## src/verilog/iesq_pkg.sv

```systemverilog
package iesq_pkg;
  localparam int NSRC = 8;
  localparam int NSPC = 6;
  // apb map, byte addresses
  localparam logic [7:0] REG_FLAG = 8'h00;
  localparam logic [7:0] REG_ISP = 8'h04;
  localparam logic [7:0] REG_USP = 8'h08;
  localparam logic [7:0] REG_INTB = 8'h0c;
  localparam logic [7:0] REG_CFG = 8'h10;
  localparam logic [7:0] REG_STAT = 8'h14;
  localparam logic [7:0] REG_SRC0 = 8'h40;
  // processor_flag_word layout
  localparam int FB_D = 1;
  localparam int FB_I = 6;
  localparam int FB_U = 7;
  localparam int FB_IPL = 12;
  localparam logic [15:0] FLG_RST = 16'h0000;
  localparam logic [15:0] FLG_WMASK = 16'h70ff;
  localparam logic [2:0] IPL_MAX = 3'h7;
  // source register fields
  localparam int SRC_RQ = 3;
  // fixed addresses and numbers
  localparam logic [19:0] ACK_ADDR = 20'h00000;
  localparam logic [19:0] FIX_VEC_BASE = 20'hfffdc;
  localparam logic [5:0] MASK_NUM_BASE = 6'h08;
  localparam logic [5:0] TRAP_USP_LO = 6'h20;
  // entry timing in cycles, no waits
  localparam logic [4:0] T_BASE16 = 5'h12;
  localparam logic [4:0] T_BUS8 = 5'h14;
  localparam logic [4:0] T_DBC_EXTRA = 5'h02;
  localparam logic [4:0] T_ONE_EXTRA = 5'h01;
  localparam int WAIT_MAX = 30;
  // special sources, index 0 wins
  localparam int SP_DBC = 0;
  localparam int SP_WDT = 1;
  localparam int SP_OSC = 2;
  localparam int SP_NMI = 3;
  localparam int SP_STEP = 4;
  localparam int SP_AMATCH = 5;

  typedef enum logic [1:0] {K_MASK, K_SPEC, K_TRAP} iesq_kind_t;

  typedef enum {
    ST_IDLE, ST_ACK, ST_FLAG, ST_PUSH, ST_IPL, ST_VLO, ST_VHI, ST_VC1, ST_VC2,
    ST_PAD, ST_JUMP, ST_RLO, ST_RHI, ST_RC1, ST_RC2
  } iesq_state_t;

  typedef struct packed {
    logic valid;
    iesq_kind_t kind;
    logic [2:0] idx;
    logic [2:0] level;
  } iesq_win_t;

  typedef struct packed {
    logic valid;
    logic wr;
    logic wide;
    logic [19:0] addr;
    logic [15:0] wdata;
  } iesq_mem_t;
endpackage : iesq_pkg

```

## src/verilog/iesq_top.sv

```systemverilog
// Operation
// RULE_01 - request during an instruction is judged at its end; entry starts next cycle
// RULE_02 - string moves, string store, repeat multiply-accumulate are suspended for entry
// RULE_03 - entry reads the acknowledge address, then clears the source request flag
// RULE_04 - flag word is copied to a hidden holding register before any flag changes
// RULE_05 - entry clears global enable, single-step enable and stack-select flags
// RULE_06 - traps 32 to 63 leave stack-select unchanged, clear the other two
// RULE_07 - push held flags, push program counter, set priority level, load vector
// RULE_08 - vector start address goes to the program counter; routine runs from there
// RULE_09 - wait for instruction end never exceeds thirty cycles
// RULE_10 - entry lasts 18/19/20 cycles by parity on 16-bit bus, 20 on 8-bit
// RULE_11 - debugger break adds two cycles; address match and single step add one
// RULE_12 - accepted maskable request writes its programmed level into priority level
// RULE_13 - oscillation stop, watchdog, pin NMI set level 7; others leave it
// RULE_14 - first item: upper pc nibble, upper flag nibble, low flag byte; then pc low
// RULE_15 - even stack pointer writes words; odd writes each item as two bytes
// RULE_16 - interrupt stack pointer saves, except traps 32-63 use selected pointer
// RULE_17 - return instruction restores flag word and program counter exactly
// RULE_18 - among pending requests only the highest priority is accepted
// RULE_19 - equal maskable levels are ranked by fixed source order
// RULE_20 - special sources have fixed hardware priority
// RULE_21 - software traps bypass arbitration and masking, always taken
// RULE_22 - maskable accepted only with enable set, flag set, level above priority
// RULE_23 - level field 0 disables a source; 1 lowest to 7 highest
// RULE_24 - software clears request flag by writing zero; hardware sets it
// RULE_25 - each stack write pre-decrements the pointer by its byte count
// RULE_26 - arbitration result is registered ahead of the instruction end
//
// Local design decisions: the register offsets and the APB slave port.
`timescale 1ns/10ps
`default_nettype none
module iesq_top
  import iesq_pkg::*;
(
  input wire logic pclk,
  input wire logic presetn,
  input wire logic psel,
  input wire logic penable,
  input wire logic pwrite,
  input wire logic [7:0] paddr,
  input wire logic [31:0] pwdata,
  output logic [31:0] prdata,
  output logic pready,
  output logic pslverr,
  input wire logic [NSRC-1:0] src_req,
  input wire logic [NSPC-1:0] spc_req,
  input wire logic instr_done,
  input wire logic instr_suspendable,
  input wire logic trap_req,
  input wire logic [5:0] trap_num,
  input wire logic reti_req,
  input wire logic [19:0] cur_pc,
  output logic seq_busy,
  output logic instr_suspend,
  output logic pc_load,
  output logic [19:0] pc_new,
  output iesq_mem_t mem_req,
  input wire logic [15:0] mem_rdata
);
  iesq_state_t state_q;
  iesq_win_t win_d, win_q;
  iesq_kind_t kind_q;
  logic [2:0] idx_q, lvl_q;
  logic [5:0] num_q;
  logic [15:0] flg_q, hold_q, vlo_q;
  logic [19:0] isp_q, usp_q, intb_q, spw_q, pc_q, vaddr_q;
  logic bus8_q, sodd_q, usp_sel_q;
  logic [1:0] ps_q;
  logic [4:0] cnt_q, tgt;
  logic [NSRC-1:0] rq_q;
  logic [2:0] lvl_src [NSRC];
  logic [NSPC-1:0] spc_q;
  logic apb_wr, apb_rd, accept, acked, src_hit;
  logic [2:0] src_sel;
  logic push_last;
  iesq_mem_t mem_d;
  logic [31:0] rdata_d;

  assign pready = 1'b1;
  assign apb_wr = psel && penable && pwrite;
  assign apb_rd = psel && !penable && !pwrite;
  assign src_hit = (paddr >= REG_SRC0) && (paddr < REG_SRC0 + 8'(4 * NSRC));
  assign src_sel = 3'((paddr - REG_SRC0) >> 2);
  assign acked = (state_q == ST_ACK) && (kind_q == K_MASK);

  // per-source request flag and programmed level
  for (genvar g = 0; g < NSRC; g++) begin : g_src
    always_ff @(posedge pclk or negedge presetn) begin
      if (!presetn) begin
        rq_q[g] <= 1'b0;
        lvl_src[g] <= 3'h0;
      end else begin
        if (apb_wr && src_hit && src_sel == 3'(g)) begin
          lvl_src[g] <= pwdata[2:0];
        end
        if (src_req[g]) begin
          rq_q[g] <= 1'b1; // RULE_24
        end else if (acked && idx_q == 3'(g)) begin
          rq_q[g] <= 1'b0; // RULE_03
        end else if (apb_wr && src_hit && src_sel == 3'(g) && !pwdata[SRC_RQ]) begin
          rq_q[g] <= 1'b0; // RULE_24
        end
      end
    end
  end

  always_ff @(posedge pclk or negedge presetn) begin
    if (!presetn) begin
      spc_q <= '0;
    end else begin
      for (int i = 0; i < NSPC; i++) begin
        if (spc_req[i]) begin
          spc_q[i] <= 1'b1;
        end else if (state_q == ST_ACK && kind_q == K_SPEC && idx_q == 3'(i)) begin
          spc_q[i] <= 1'b0;
        end
      end
    end
  end

  // arbitration: specials beat maskables; loops run low to high rank so last hit wins
  always_comb begin
    win_d = '0;
    for (int i = NSRC - 1; i >= 0; i--) begin
      if (flg_q[FB_I] && rq_q[i] && lvl_src[i] != 3'h0 && // RULE_22 RULE_23
          lvl_src[i] > flg_q[FB_IPL +: 3] &&
          (!win_d.valid || lvl_src[i] >= win_d.level)) begin // RULE_19
        win_d = '{valid: 1'b1, kind: K_MASK, idx: 3'(i), level: lvl_src[i]};
      end
    end
    for (int i = NSPC - 1; i >= 0; i--) begin
      if (spc_q[i]) begin
        win_d = '{valid: 1'b1, kind: K_SPEC, idx: 3'(i), level: 3'h0}; // RULE_18 RULE_20
      end
    end
  end

  always_ff @(posedge pclk or negedge presetn) begin
    if (!presetn) begin
      win_q <= '0;
    end else begin
      win_q <= win_d; // RULE_26
    end
  end

  // traps need no winner; string ops are cut short rather than run to completion
  assign instr_suspend = (state_q == ST_IDLE) && !trap_req && win_q.valid &&
                         instr_suspendable && !instr_done; // RULE_02
  assign accept = (state_q == ST_IDLE) && (trap_req || // RULE_21
                  (win_q.valid && (instr_done || instr_suspendable))); // RULE_01
  assign seq_busy = (state_q != ST_IDLE);
  assign push_last = sodd_q ? (ps_q == 2'h3) : (ps_q == 2'h1);

  always_comb begin
    tgt = bus8_q ? T_BUS8 : T_BASE16 + 5'(vaddr_q[0]) + 5'(sodd_q); // RULE_10
    if (kind_q == K_SPEC && idx_q == 3'(SP_DBC)) begin
      tgt = tgt + T_DBC_EXTRA; // RULE_11
    end else if (kind_q == K_SPEC && (idx_q == 3'(SP_STEP) || idx_q == 3'(SP_AMATCH))) begin
      tgt = tgt + T_ONE_EXTRA; // RULE_11
    end
  end

  always_ff @(posedge pclk or negedge presetn) begin
    if (!presetn) begin
      state_q <= ST_IDLE;
    end else begin
      case (state_q)
        ST_IDLE: begin
          if (accept) begin
            state_q <= ST_ACK;
          end else if (reti_req) begin
            state_q <= ST_RLO;
          end
        end
        ST_ACK: state_q <= ST_FLAG;
        ST_FLAG: state_q <= ST_PUSH;
        ST_PUSH: state_q <= push_last ? ST_IPL : ST_PUSH; // RULE_07
        ST_IPL: state_q <= ST_VLO;
        ST_VLO: state_q <= ST_VHI;
        ST_VHI: state_q <= ST_VC1;
        ST_VC1: state_q <= ST_VC2;
        ST_VC2: state_q <= ST_PAD;
        ST_PAD: state_q <= (cnt_q == tgt - 5'h2) ? ST_JUMP : ST_PAD; // RULE_10
        ST_JUMP: state_q <= ST_IDLE;
        ST_RLO: state_q <= ST_RHI;
        ST_RHI: state_q <= ST_RC1;
        ST_RC1: state_q <= ST_RC2;
        ST_RC2: state_q <= ST_IDLE;
        default: state_q <= ST_IDLE;
      endcase
    end
  end

  always_ff @(posedge pclk or negedge presetn) begin
    if (!presetn) begin
      cnt_q <= 5'h0;
    end else begin
      cnt_q <= (state_q == ST_IDLE) ? 5'h0 : cnt_q + 5'h1;
    end
  end

  // capture of what was accepted
  always_ff @(posedge pclk or negedge presetn) begin
    if (!presetn) begin
      kind_q <= K_MASK;
      idx_q <= 3'h0;
      lvl_q <= 3'h0;
      num_q <= 6'h0;
      pc_q <= 20'h0;
    end else if (accept) begin
      kind_q <= trap_req ? K_TRAP : win_q.kind;
      idx_q <= win_q.idx;
      lvl_q <= win_q.level;
      num_q <= trap_req ? trap_num : MASK_NUM_BASE + 6'(win_q.idx);
      pc_q <= cur_pc;
    end
  end

  always_ff @(posedge pclk or negedge presetn) begin
    if (!presetn) begin
      hold_q <= FLG_RST;
      vaddr_q <= 20'h0;
    end else if (state_q == ST_ACK) begin
      hold_q <= flg_q; // RULE_04
      vaddr_q <= (kind_q == K_SPEC) ? FIX_VEC_BASE + 20'({idx_q, 2'b00})
                                    : intb_q + 20'({num_q, 2'b00});
    end
  end

  // processor_flag_word: hardware updates take precedence over software writes
  always_ff @(posedge pclk or negedge presetn) begin
    if (!presetn) begin
      flg_q <= FLG_RST;
    end else if (state_q == ST_FLAG) begin
      flg_q[FB_I] <= 1'b0; // RULE_05
      flg_q[FB_D] <= 1'b0; // RULE_05
      if (!(kind_q == K_TRAP && num_q >= TRAP_USP_LO)) begin
        flg_q[FB_U] <= 1'b0; // RULE_06
      end
    end else if (state_q == ST_IPL) begin
      if (kind_q == K_MASK) begin
        flg_q[FB_IPL +: 3] <= lvl_q; // RULE_12
      end else if (kind_q == K_SPEC &&
                   (idx_q == 3'(SP_WDT) || idx_q == 3'(SP_OSC) || idx_q == 3'(SP_NMI))) begin
        flg_q[FB_IPL +: 3] <= IPL_MAX; // RULE_13
      end
    end else if (state_q == ST_RC2) begin
      // the upper item stands on the read bus in this cycle; bits 10:8 carry the old level
      flg_q <= {1'b0, mem_rdata[10:8], 4'h0, mem_rdata[7:0]}; // RULE_17
    end else if (apb_wr && paddr == REG_FLAG) begin
      flg_q <= pwdata[15:0] & FLG_WMASK;
    end
  end

  // stack pointer selection and pre-decrement working copy
  always_ff @(posedge pclk or negedge presetn) begin
    if (!presetn) begin
      spw_q <= 20'h0;
      sodd_q <= 1'b0;
      usp_sel_q <= 1'b0;
      ps_q <= 2'h0;
    end else if (state_q == ST_FLAG) begin
      usp_sel_q <= (kind_q == K_TRAP) && (num_q >= TRAP_USP_LO) && hold_q[FB_U]; // RULE_16
      spw_q <= ((kind_q == K_TRAP) && (num_q >= TRAP_USP_LO) && hold_q[FB_U]) ? usp_q : isp_q;
      sodd_q <= ((kind_q == K_TRAP) && (num_q >= TRAP_USP_LO) && hold_q[FB_U]) ? usp_q[0]
                                                                              : isp_q[0];
      ps_q <= 2'h0;
    end else if (state_q == ST_PUSH) begin
      spw_q <= spw_q - (sodd_q ? 20'h1 : 20'h2); // RULE_25
      ps_q <= ps_q + 2'h1;
    end else if (state_q == ST_IDLE && reti_req && !accept) begin
      usp_sel_q <= flg_q[FB_U];
      spw_q <= flg_q[FB_U] ? usp_q : isp_q;
    end
  end

  always_ff @(posedge pclk or negedge presetn) begin
    if (!presetn) begin
      isp_q <= 20'h0;
      usp_q <= 20'h0;
      intb_q <= 20'h0;
      bus8_q <= 1'b0;
    end else begin
      if (state_q == ST_IPL) begin
        if (usp_sel_q) usp_q <= spw_q;
        else isp_q <= spw_q;
      end else if (state_q == ST_RC2) begin
        if (usp_sel_q) usp_q <= spw_q + 20'h4;
        else isp_q <= spw_q + 20'h4;
      end else if (apb_wr && paddr == REG_ISP) begin
        isp_q <= pwdata[19:0];
      end else if (apb_wr && paddr == REG_USP) begin
        usp_q <= pwdata[19:0];
      end
      if (apb_wr && paddr == REG_INTB) intb_q <= pwdata[19:0];
      if (apb_wr && paddr == REG_CFG) bus8_q <= pwdata[0];
    end
  end

  // stack and vector bus requests
  always_comb begin
    logic [15:0] item1, itm;
    item1 = {pc_q[19:16], hold_q[15:12], hold_q[7:0]}; // RULE_14
    itm = (sodd_q ? !ps_q[1] : (ps_q == 2'h0)) ? item1 : pc_q[15:0]; // RULE_14
    mem_d = '0;
    case (state_q)
      ST_ACK: mem_d = '{valid: 1'b1, wr: 1'b0, wide: 1'b1, addr: ACK_ADDR, wdata: 16'h0}; // RULE_03
      ST_PUSH: begin
        if (sodd_q) begin
          mem_d = '{valid: 1'b1, wr: 1'b1, wide: 1'b0, addr: spw_q - 20'h1, // RULE_15
                    wdata: {8'h0, ps_q[0] ? itm[7:0] : itm[15:8]}};
        end else begin
          mem_d = '{valid: 1'b1, wr: 1'b1, wide: 1'b1, addr: spw_q - 20'h2, wdata: itm};
        end
      end
      ST_VLO: mem_d = '{valid: 1'b1, wr: 1'b0, wide: 1'b1, addr: vaddr_q, wdata: 16'h0};
      ST_VHI: mem_d = '{valid: 1'b1, wr: 1'b0, wide: 1'b1, addr: vaddr_q + 20'h2, wdata: 16'h0};
      ST_RLO: mem_d = '{valid: 1'b1, wr: 1'b0, wide: 1'b1, addr: spw_q, wdata: 16'h0};
      ST_RHI: mem_d = '{valid: 1'b1, wr: 1'b0, wide: 1'b1, addr: spw_q + 20'h2, wdata: 16'h0};
      default: mem_d = '0;
    endcase
  end

  always_ff @(posedge pclk or negedge presetn) begin
    if (!presetn) begin
      mem_req <= '0;
    end else begin
      mem_req <= mem_d;
    end
  end

  // read data returns two cycles after the request is decided
  always_ff @(posedge pclk or negedge presetn) begin
    if (!presetn) begin
      vlo_q <= 16'h0;
    end else if (state_q == ST_VC1 || state_q == ST_RC1) begin
      vlo_q <= mem_rdata;
    end
  end

  always_ff @(posedge pclk or negedge presetn) begin
    if (!presetn) begin
      pc_load <= 1'b0;
      pc_new <= 20'h0;
    end else begin
      pc_load <= 1'b0;
      if (state_q == ST_VC2) begin
        pc_new <= {mem_rdata[3:0], vlo_q}; // RULE_08
      end else if (state_q == ST_JUMP) begin
        pc_load <= 1'b1; // RULE_07 RULE_08
      end else if (state_q == ST_RC2) begin
        pc_new <= {mem_rdata[15:12], vlo_q}; // RULE_17
        pc_load <= 1'b1;
      end
    end
  end

  // apb read path; data registered in the setup phase
  always_comb begin
    rdata_d = 32'h0;
    case (paddr)
      REG_FLAG: rdata_d = {16'h0, flg_q};
      REG_ISP: rdata_d = {12'h0, isp_q};
      REG_USP: rdata_d = {12'h0, usp_q};
      REG_INTB: rdata_d = {12'h0, intb_q};
      REG_CFG: rdata_d = {31'h0, bus8_q};
      REG_STAT: rdata_d = {16'h0, 2'h0, num_q, 3'h0, win_q.valid, 3'h0, seq_busy};
      default: begin
        if (src_hit) rdata_d = {28'h0, rq_q[src_sel], lvl_src[src_sel]};
      end
    endcase
  end

  always_ff @(posedge pclk or negedge presetn) begin
    if (!presetn) begin
      prdata <= 32'h0;
      pslverr <= 1'b0;
    end else if (psel && !penable) begin
      prdata <= apb_rd ? rdata_d : 32'h0;
      pslverr <= !(src_hit || paddr == REG_FLAG || paddr == REG_ISP || paddr == REG_USP ||
                   paddr == REG_INTB || paddr == REG_CFG || paddr == REG_STAT);
    end
  end

  // helper for the wait bound
  logic [5:0] wait_q;
  always_ff @(posedge pclk or negedge presetn) begin
    if (!presetn) wait_q <= 6'h0;
    else if (state_q == ST_IDLE && win_q.valid && !accept) wait_q <= wait_q + 6'h1;
    else wait_q <= 6'h0;
  end

  a_wait_bound: assert property (@(posedge pclk) disable iff (!presetn) // RULE_09
    wait_q <= 6'(WAIT_MAX)) else $error("instruction end wait too long");
  a_start_next: assert property (@(posedge pclk) disable iff (!presetn) // RULE_01
    accept |=> state_q == ST_ACK) else $error("entry did not start next cycle");
  a_ack_read: assert property (@(posedge pclk) disable iff (!presetn) // RULE_03
    state_q == ST_ACK |=> mem_req.valid && !mem_req.wr && mem_req.addr == ACK_ADDR)
    else $error("acknowledge read missing");
  a_flag_clear: assert property (@(posedge pclk) disable iff (!presetn) // RULE_03
    acked && !src_req[idx_q] |=> !rq_q[$past(idx_q)]) else $error("request flag not cleared");
  a_hold_copy: assert property (@(posedge pclk) disable iff (!presetn) // RULE_04
    state_q == ST_ACK |=> hold_q == $past(flg_q)) else $error("flag word not held");
  a_flags_cleared: assert property (@(posedge pclk) disable iff (!presetn) // RULE_05
    state_q == ST_FLAG |=> !flg_q[FB_I] && !flg_q[FB_D] &&
    (flg_q[FB_U] == ($past(flg_q[FB_U]) && kind_q == K_TRAP && num_q >= TRAP_USP_LO)))
    else $error("entry flags wrong");
  a_push_order: assert property (@(posedge pclk) disable iff (!presetn) // RULE_07
    state_q == ST_FLAG ##1 !sodd_q |=> mem_req.wr && mem_req.wdata[15:12] == pc_q[19:16]
    ##1 mem_req.wr && mem_req.wdata == pc_q[15:0]) else $error("push order wrong");
  a_odd_bytes: assert property (@(posedge pclk) disable iff (!presetn) // RULE_15
    state_q == ST_PUSH && sodd_q |=> mem_req.valid && !mem_req.wide)
    else $error("odd stack not written bytewise");
  a_ipl_special: assert property (@(posedge pclk) disable iff (!presetn) // RULE_13
    state_q == ST_IPL && kind_q == K_SPEC && idx_q == 3'(SP_NMI) |=> flg_q[FB_IPL +: 3] == 3'h7)
    else $error("nmi did not raise level");
  a_entry_len: assert property (@(posedge pclk) disable iff (!presetn) // RULE_10
    state_q == ST_JUMP && !bus8_q && kind_q == K_MASK && !vaddr_q[0] && !sodd_q
    |-> cnt_q == 5'd17) else $error("entry length not 18");
  a_mask_gate: assert property (@(posedge pclk) disable iff (!presetn) // RULE_22
    win_d.valid && win_d.kind == K_MASK |-> flg_q[FB_I] && win_d.level > flg_q[FB_IPL +: 3])
    else $error("maskable winner not enabled");
endmodule : iesq_top
`default_nettype wire

```

## config.mk

```make
export PLATFORM = sky130hd
export DESIGN_NAME = iesq_top
export DESIGN_NICKNAME = d
export VERILOG_FILES = /design/src/verilog/iesq_pkg.sv /design/src/verilog/iesq_top.sv
export SDC_FILE = /design/constraint.sdc
export NUM_CORES = 1
export LEC_CHECK = 0
export BUFFER_PORTS_ARGS = -buffer_cell sky130_fd_sc_hd__buf_2
export CAP_MARGIN = 30
export CELL_PAD_IN_SITES_DETAIL_PLACEMENT = 1
export CELL_PAD_IN_SITES_GLOBAL_PLACEMENT = 2
export CORE_MARGIN = 4
export CORE_UTILIZATION = 35
export CTS_CLUSTER_DIAMETER = 40
export DETAILED_ROUTE_END_ITERATION = 8
export PLACE_DENSITY_LB_ADDON = 0.1
export SLEW_MARGIN = 20
export SYNTH_ARGS = -nofsm -noshare
export SYNTH_HDL_FRONTEND = slang
export SYNTH_SLANG_ARGS = --single-unit
```

## constraint.sdc

```tcl
create_clock -name pclk -period 13.5 [get_ports pclk]
set_input_delay 1.35 -clock pclk [delete_from_list [all_inputs] [get_ports pclk]]
set_output_delay 1.35 -clock pclk [all_outputs]
set_load 0.02 [all_outputs]
```

==> results of run 1 <==
## logic make-up after synthesis
| kind of cell | share of synthesized area [%] |
|---|---|
| buffers and inverters | 4.10 |
| AO/OA/AOI/OAI | 16.5 |
| AND/OR/NAND/NOR | 15.9 |
| multiplexers | 12.8 |
| other | 0.0406 |
| flip-flops | 42.3 |
| XOR/XNOR | 3.31 |
| adder cells (fa/ha/maj) | 4.95 |
## registers in the layout, summed over array words and instances (netlist names), 3 cells and up
signal	flops
vlo_q	16
vaddr_q	20
prdata	20
state_q	4
rq_q	8
spc_q	6
mem_req	39
hold_q	11
lvl_q	3
cnt_q	5
intb_q	20
lvl_src	24
pc_new	20
spw_q	20
flg_q	11
num_q	6
pc_q	20
idx_q	3
isp_q	20
win_q	8
usp_q	20
## synth_stat cells, drive strengths merged (10+ instances only)
library cell  count  area (µm²)
or3              10        67.6
a22oi            13        97.6
nand4            15        93.8
inv              52         195
nor2            177         664
xor2             26         228
nand2b           30         188
dfrtp           313        7830
o21a             16         120
o22ai            18         113
xnor2            44         385
nor2b            31         194
mux2i            60         604
a221oi           10        87.6
and2             18         113
clkbuf           96         360
a22o             11        96.3
o311ai           10         113
a211oi           13        97.6
mux2            113        1270
nand2           235         882
nand3            55         275
buf              35         200
o21ai           138         694
nor3             26         135
ha               70         876
a21o             14         105
a31oi            18         128
and3             12        75.1
mux4             22         499
a21oi           113         566
## stage by stage
step,hold WS (ns),util [%]
6_report,0.470,43.3
5_1_grt,0.499,43.3
4_1_cts,0.480,43.3
3_5_place_dp,0.470,38.3
3_3_place_gp,0.461,38.1
2_1_floorplan,0.423,-
## layout make-up
class / instances / share of cell area [%]
diodes: 4 / 0.0441
clock buffers: 84 / 8.40
clock inverters: 48 / 3.26
inverters: 53 / 0.876
multi-input cells: 1456 / 44.0
flip-flops and latches: 313 / 34.5
well taps: 688 / 3.79
repair buffers: 209 / 5.17
## report_power, final
part	switching (mW)	total [mW]	internal, mW
sequential	0.412	1.66	1.25
combinational	1.07	1.79	0.717
clock	0.620	1.93	1.31
total	2.11	5.39	3.28
## worst max path at each step
stage	cells after the start	slack [ns]	end
after floorplan	56	3.55	win_q[0]
after global placement	53	2.02	win_q[0]
after detailed placement	53	1.70	win_q[0]
after CTS	53	1.66	win_q[0]
after global routing	54	0.81	win_q[0]
final	53	1.65	win_q[0]
## layer usage
metal,GRT usage [%],part of all wire (%),vias up
met5,0,0.028,-
met4,7.63,2.8,2
met3,4.76,4.7,114
met2,40.7,47,339
met1,33.8,45,8106
li1,-,-,7310
## worst reg2reg max path: cells and delay by family (launching register included)
| family | cells | cell delay, ns |
|---|---|---|
| compound gates | 26 | 5.66 |
| fa+ha+maj | 8 | 2.18 |
| buf+inv | 2 | 0.50 |
| flops | 1 | 0.41 |
| mux | 2 | 0.68 |
| simple gates | 15 | 2.36 |
==> results.sh, run 1 <==
export IMPL_outcome="finished, final reports clean"
export IMPL_synth_main_ff_cell="dfrtp_1"
export IMPL_end_kind="flip-flop"
export IMPL_whs_path_depth=1
export IMPL_crit_arrival_ns=12.35
export IMPL_clkTransAtPathRegs_ns=0.05
export IMPL_synth_distinct_cells=93
export IMPL_grt_first_pass_wirelength_um=107000
export IMPL_power_density_cell_area_nw_per_um2=237
export IMPL_nNetsFinal=2282
export IMPL_worstHoldStart="spc_q[0]"
export IMPL_layout_commonest_cell="dfrtp_1"
export IMPL_detail_route_wirelength_um=71600
export IMPL_setup_violations=0
export IMPL_preCtsSetupSlack_ns=1.70
export IMPL_grt_antenna_before_repair=5
export IMPL_global_route_usage_total_pct=24.9
export IMPL_critical_path_max_stage_delay_ns=0.67
export IMPL_setup_worst_path_start_class="flip-flop"
export IMPL_required_ns=14.00
export IMPL_critical_path_peak_fanout=11
export IMPL_die_w_um=238
export IMPL_source_to_sink_clock_delay_at_the_later_pin_of_the_worst_skew_pair_ns=0.62
export IMPL_timing_reg2reg_setup_slack_ns=1.65
export IMPL_timing_worst_slew_pin_value_ns=0.996
export IMPL_syn_mean_instance_area_um2=9.53
export IMPL_ys_warn_count=0
export IMPL_post_cts_resize_count=0
export IMPL_synth_cells=1942
export IMPL_combined_area_of_all_synthesized_cells_um2=18500
export IMPL_floorplan_rows=84
export IMPL_critical_path_slowest_cell="o31ai_1"
export IMPL_io_buffers=175
export IMPL_max_clock_path_buffers=3
export IMPL_multi_input_comb_area_um2=9990
export IMPL_worst_slack_ns=1.65
export IMPL_globalRoute_totalOverflow=0
export IMPL_fin_worst_skew_ns=0.0314
export IMPL_crit_path_class="flip-flop to flip-flop"
export IMPL_synth_ff_latch_count=313
export IMPL_worst_r2r_endpoint="win_q[0]"
export IMPL_rsz_0062_raised_after_global_routing="no"
export IMPL_crit_reg2reg_launch="flg_q[14]"
export IMPL_cts_tree="yes"
export IMPL_fillerInstances=5938
export IMPL_most_common_layout_cells="312 x dfrtp_1, 235 x nand2_1, 176 x nor2_1"
export IMPL_initial_util_pct=35.3
export IMPL_post_synth_edffs=0
export IMPL_hold_viol=0
export IMPL_postSynth_asyncResetShare_pct=100
export IMPL_post_dp_hpwl_um=52100
export IMPL_critical_path_n_buffers_inverters=2
export IMPL_cts_root_buf="clkbuf_16"
export IMPL_drt_iter0_markers=1036
export IMPL_via_count_of_the_first_global_routing_pass=16607
export IMPL_regArea_um2=7830
export IMPL_ratio_of_cells_with_drive_above_1_in_the_final_layout_pct=22.8
export IMPL_irDropWorstVdd_uv=140
export IMPL_drv_slew=0
export IMPL_cts_setup_buffers=0
export IMPL_placeableCoreArea_um2=52400
export IMPL_fin_total_pwr_mw=5.39
export IMPL_final_period_minus_worst_setup_slack_ns=11.85
export IMPL_total_i_o_pin_count=201
export IMPL_route_antenna_remaining_nets=0
export IMPL_r2r_worst_path_cells=53
export IMPL_clock_sink_count=313
export IMPL_cap_violations=0
export IMPL_worst_hold_path_type="flip-flop to flip-flop"
export IMPL_numCtsBuffers=72
export IMPL_placedCellCount=2719
export IMPL_detailed_place_area_um2=20100
export IMPL_total_number_of_vias=15871
export IMPL_detail_route_wl_per_cell_um=25.1
export IMPL_p_leak_nw=10.2
export IMPL_pin_count_of_the_biggest_net_entering_global_routing=146
export IMPL_routabilityCongestion=0.864
export IMPL_first_pass_iteration_count_of_the_detailed_router=5
export IMPL_fp_dieArea_um2=56600
export IMPL_achievable_frequency_ghz=0.0844
export IMPL_period_share_pct=87.8
export IMPL_routed_via_density=5.56
export IMPL_hold_fix_buffer_count_after_cts=0
export IMPL_postLayoutCellArea_um2=22700
export IMPL_critical_path_startpoint="flg_q[14]"
export IMPL_synth_seq_area_share_pct=42.3
export IMPL_stdcell_count=2855
export IMPL_final_setup_tns_ns=0
export IMPL_worst_slew_margin_relative_to_its_limit_pct=33.6
export IMPL_timing_critical_path_max_delay_family="compound AO/OA/AOI/OAI gates"
export IMPL_area_growth_synth_to_final_pct=22.7
export IMPL_die_height_um=238
export IMPL_htree_num_levels=3
export IMPL_worstHoldEndpoint="win_q[3]"
export IMPL_post_route_drc_count=0
(Power assumes the default switching activity.)
==> run 2: changes to the inputs <==
--- a/config.mk
+++ b/config.mk
@@ -5,6 +5,7 @@
 export SDC_FILE = /design/constraint.sdc
 export NUM_CORES = 1
 export LEC_CHECK = 0
+export ABC_AREA = 1
 export BUFFER_PORTS_ARGS = -buffer_cell sky130_fd_sc_hd__buf_2
 export CAP_MARGIN = 30
 export CELL_PAD_IN_SITES_DETAIL_PLACEMENT = 1
@@ -12,6 +13,7 @@
 export CORE_MARGIN = 4
 export CORE_UTILIZATION = 35
 export CTS_CLUSTER_DIAMETER = 40
+export CTS_CLUSTER_SIZE = 10
 export DETAILED_ROUTE_END_ITERATION = 8
 export PLACE_DENSITY_LB_ADDON = 0.1
 export SLEW_MARGIN = 20
==> run 2 against run 1 <==
Against the previous run:
- synthesized area shrank 0.45%
- register-to-register slack gained 1.7 ns
- via count grew 15%
- critical path depth grew 14
- sequential power shrank 8%
- global-route usage grew 1.7 points
- maximum frequency grew 17%
- largest power group unchanged
- design area shrank 0.34%
- worst setup slack gained 1.7 ns
- combinational power grew 4%
- non-clock buffer count shrank 1
- core utilization grew 0.46 points
==> results.sh, run 2 <==
export IMPL_setup_worst_path_start_class="flip-flop"
export IMPL_synth_seq_area_share_pct=42.5
export IMPL_synth_ff_latch_count=313
export IMPL_postLayoutCellArea_um2=22600
export IMPL_placeableCoreArea_um2=51700
export IMPL_total_number_of_vias=18203
export IMPL_io_buffers=175
export IMPL_p_leak_nw=11.0
export IMPL_crit_path_class="flip-flop to flip-flop"
export IMPL_power_density_cell_area_nw_per_um2=231
export IMPL_total_i_o_pin_count=201
export IMPL_period_share_pct=75.3
export IMPL_critical_path_slowest_cell="dfrtp_1"
export IMPL_grt_antenna_before_repair=6
export IMPL_cap_violations=0
export IMPL_outcome="finished, final reports clean"
export IMPL_post_dp_hpwl_um=57100
export IMPL_critical_path_max_stage_delay_ns=0.72
export IMPL_holdWs_ns=0.430
export IMPL_detailed_place_area_um2=20000
export IMPL_hold_viol=0
export IMPL_htree_num_levels=3
export IMPL_cts_setup_buffers=0
export IMPL_rsz_0062_raised_after_global_routing="no"
export IMPL_crit_arrival_ns=10.69
export IMPL_stdcell_count=3389
export IMPL_synth_top_cells_by_count="591 x nand2_1, 313 x dfrtp_1, 313 x o21ai_0"
export IMPL_final_setup_tns_ns=0
export IMPL_initial_util_pct=35.6
export IMPL_achievable_frequency_ghz=0.0983
export IMPL_largest_registers="mem_req x39, lvl_src x24"
export IMPL_post_route_drc_count=0
export IMPL_worst_hold_path_type="flip-flop to flip-flop"
export IMPL_required_ns=14.01
export IMPL_via_count_of_the_first_global_routing_pass=19021
export IMPL_global_route_usage_total_pct=26.6
export IMPL_most_common_layout_cells="591 x nand2_1, 313 x dfrtp_1, 312 x o21ai_0"
export IMPL_globalRoute_totalOverflow=0
export IMPL_post_synth_edffs=0
export IMPL_route_antenna_remaining_nets=0
export IMPL_floorplan_rows=83
export IMPL_critical_path_most_common_cell="nand2_1"
export IMPL_regArea_um2=7830
export IMPL_drv_slew=0
export IMPL_die_w_um=237
export IMPL_grt_first_pass_wirelength_um=116000
export IMPL_synth_distinct_cells=55
export IMPL_combined_area_of_all_synthesized_cells_um2=18400
export IMPL_fillerInstances=6382
export IMPL_source_to_sink_clock_delay_at_the_later_pin_of_the_worst_skew_pair_ns=0.61
export IMPL_syn_mean_instance_area_um2=7.49
export IMPL_drt_iter0_markers=1098
export IMPL_routabilityCongestion=0.875
export IMPL_clkTransAtPathRegs_ns=0.05
export IMPL_setup_violations=0
export IMPL_final_period_minus_worst_setup_slack_ns=10.17
export IMPL_first_pass_iteration_count_of_the_detailed_router=5
export IMPL_synth_cells=2461
export IMPL_synth_most_common_cell="nand2_1"
export IMPL_cts_tree="yes"
export IMPL_routed_via_density=5.37
export IMPL_placedCellCount=3252
export IMPL_worst_slew_margin_relative_to_its_limit_pct=32.9
export IMPL_post_synth_top_area_fraction_pct=42.5
export IMPL_timing_critical_path_max_delay_family="simple AND/OR/NAND/NOR gates"
export IMPL_post_cts_resize_count=0
export IMPL_ys_warn_count=0
export IMPL_fp_dieArea_um2=56400
export IMPL_postSynth_asyncResetShare_pct=100
export IMPL_register_name_with_the_most_flops="mem_req"
export IMPL_area_growth_synth_to_final_pct=22.8
export IMPL_postLayoutCoreUtil_pct=43.8
export IMPL_synth_top_area_cell="dfrtp_1"
export IMPL_synth_main_ff_cell="dfrtp_1"
export IMPL_nNetsFinal=2827
export IMPL_critical_path_n_buffers_inverters=2
export IMPL_fin_worst_skew_ns=0.0345
export IMPL_ratio_of_cells_with_drive_above_1_in_the_final_layout_pct=13.9
export IMPL_layout_commonest_cell="nand2_1"
export IMPL_critical_path_peak_fanout=9
export IMPL_clock_sink_count=313
export IMPL_largest_reg_flops=39
export IMPL_pin_count_of_the_biggest_net_entering_global_routing=77
export IMPL_timing_worst_slew_pin_value_ns=1.00
export IMPL_synth_top_cells_by_area="dfrtp_1 42%, nand2_1 12%, o21ai_0 8.5%, inv_1 6.3%, ha_1 4.8%"
export IMPL_hold_fix_buffer_count_after_cts=0
export IMPL_die_height_um=237
export IMPL_cts_root_buf="clkbuf_16"
export IMPL_end_kind="flip-flop"
export IMPL_multi_input_comb_area_um2=8970
export IMPL_detail_route_wirelength_um=75600
export IMPL_max_clock_path_buffers=3
export IMPL_irDropWorstVdd_uv=98.9
export IMPL_detail_route_wl_per_cell_um=22.3
export IMPL_numCtsBuffers=71
## run 2: changes by cell type after synthesis, sizes merged, moves of 53 or more
cell	delta
inv	+264
nor2	+53
nand2	+361
mux2i	-60
o21ai	+184
mux2	-111
## run 2: worst register-to-register path: cells and delay by family (launching register included)
family	cells	cell delay, ns
and+or+nand+nor	42	4.72
adders and majority gates	8	2.31
AOI/OAI and AO/OA	15	2.14
DFF	1	0.72
buffers and inverters	2	0.24
## run 2: area by class of cell
class	count	area share [%]
well taps	680	3.76
multi-input cells	1735	39.6
diodes	1	0.0111
inverters	321	5.32
clock buffers	87	8.55
clock inverters	44	2.85
flip-flops and latches	313	34.6
repair buffers	208	5.32
## run 2: metrics by stage
step	setup slack, ns	total power, mW
after floorplan	5.16	2.65
after global placement	3.89	3.28
after detailed placement	3.52	3.35
after CTS	3.38	5.25
after global routing	1.81	5.59
final	3.33	5.24
## run 2: path summary, 6_finish.rpt
path,depth (start not counted),slack [ns],end,start
setup / recovery,67,3.33,win_q[3],flg_q[12]
hold / removal,1,0.43,win_q[3],spc_q[0]
setup reg to reg,67,3.33,win_q[3],flg_q[12]
hold reg to reg,1,0.43,win_q[3],spc_q[0]
max in group asynchronous,5,10.17,isp_q[4],presetn
min in group asynchronous,1,0.73,mem_req[14],presetn
## run 2: cell families after synthesis
logic type / share of synthesized area, %
AND/OR/NAND/NOR: 22.3
AO/OA/AOI/OAI: 19.2
multiplexers: 0.122
adder cells (fa/ha/maj): 4.97
other: 0.0407
flip-flops: 42.5
buffers and inverters: 9.16
XOR/XNOR: 1.71
## run 2: power by group
| part | switching (mW) | leakage, nW | internal (mW) |
|---|---|---|---|
| Sequential | 0.280 | 3.88 | 1.24 |
| Combinational | 1.28 | 5.87 | 0.577 |
| Clock | 0.621 | 1.23 | 1.24 |
| Total | 2.18 | 11.0 | 3.06 |
## run 2: per-layer routing
| layer | routed length, µm | GRT usage (%) | up-vias | part of all wire (%) |
|---|---|---|---|---|
| met5 | 28 | 0 | - | 0.037 |
| met4 | 1730 | 7.34 | 4 | 2.3 |
| met3 | 4870 | 5.29 | 115 | 6.4 |
| met2 | 32700 | 40.1 | 485 | 43 |
| met1 | 36200 | 38.9 | 9064 | 48 |
| li1 | - | - | 8535 | - |
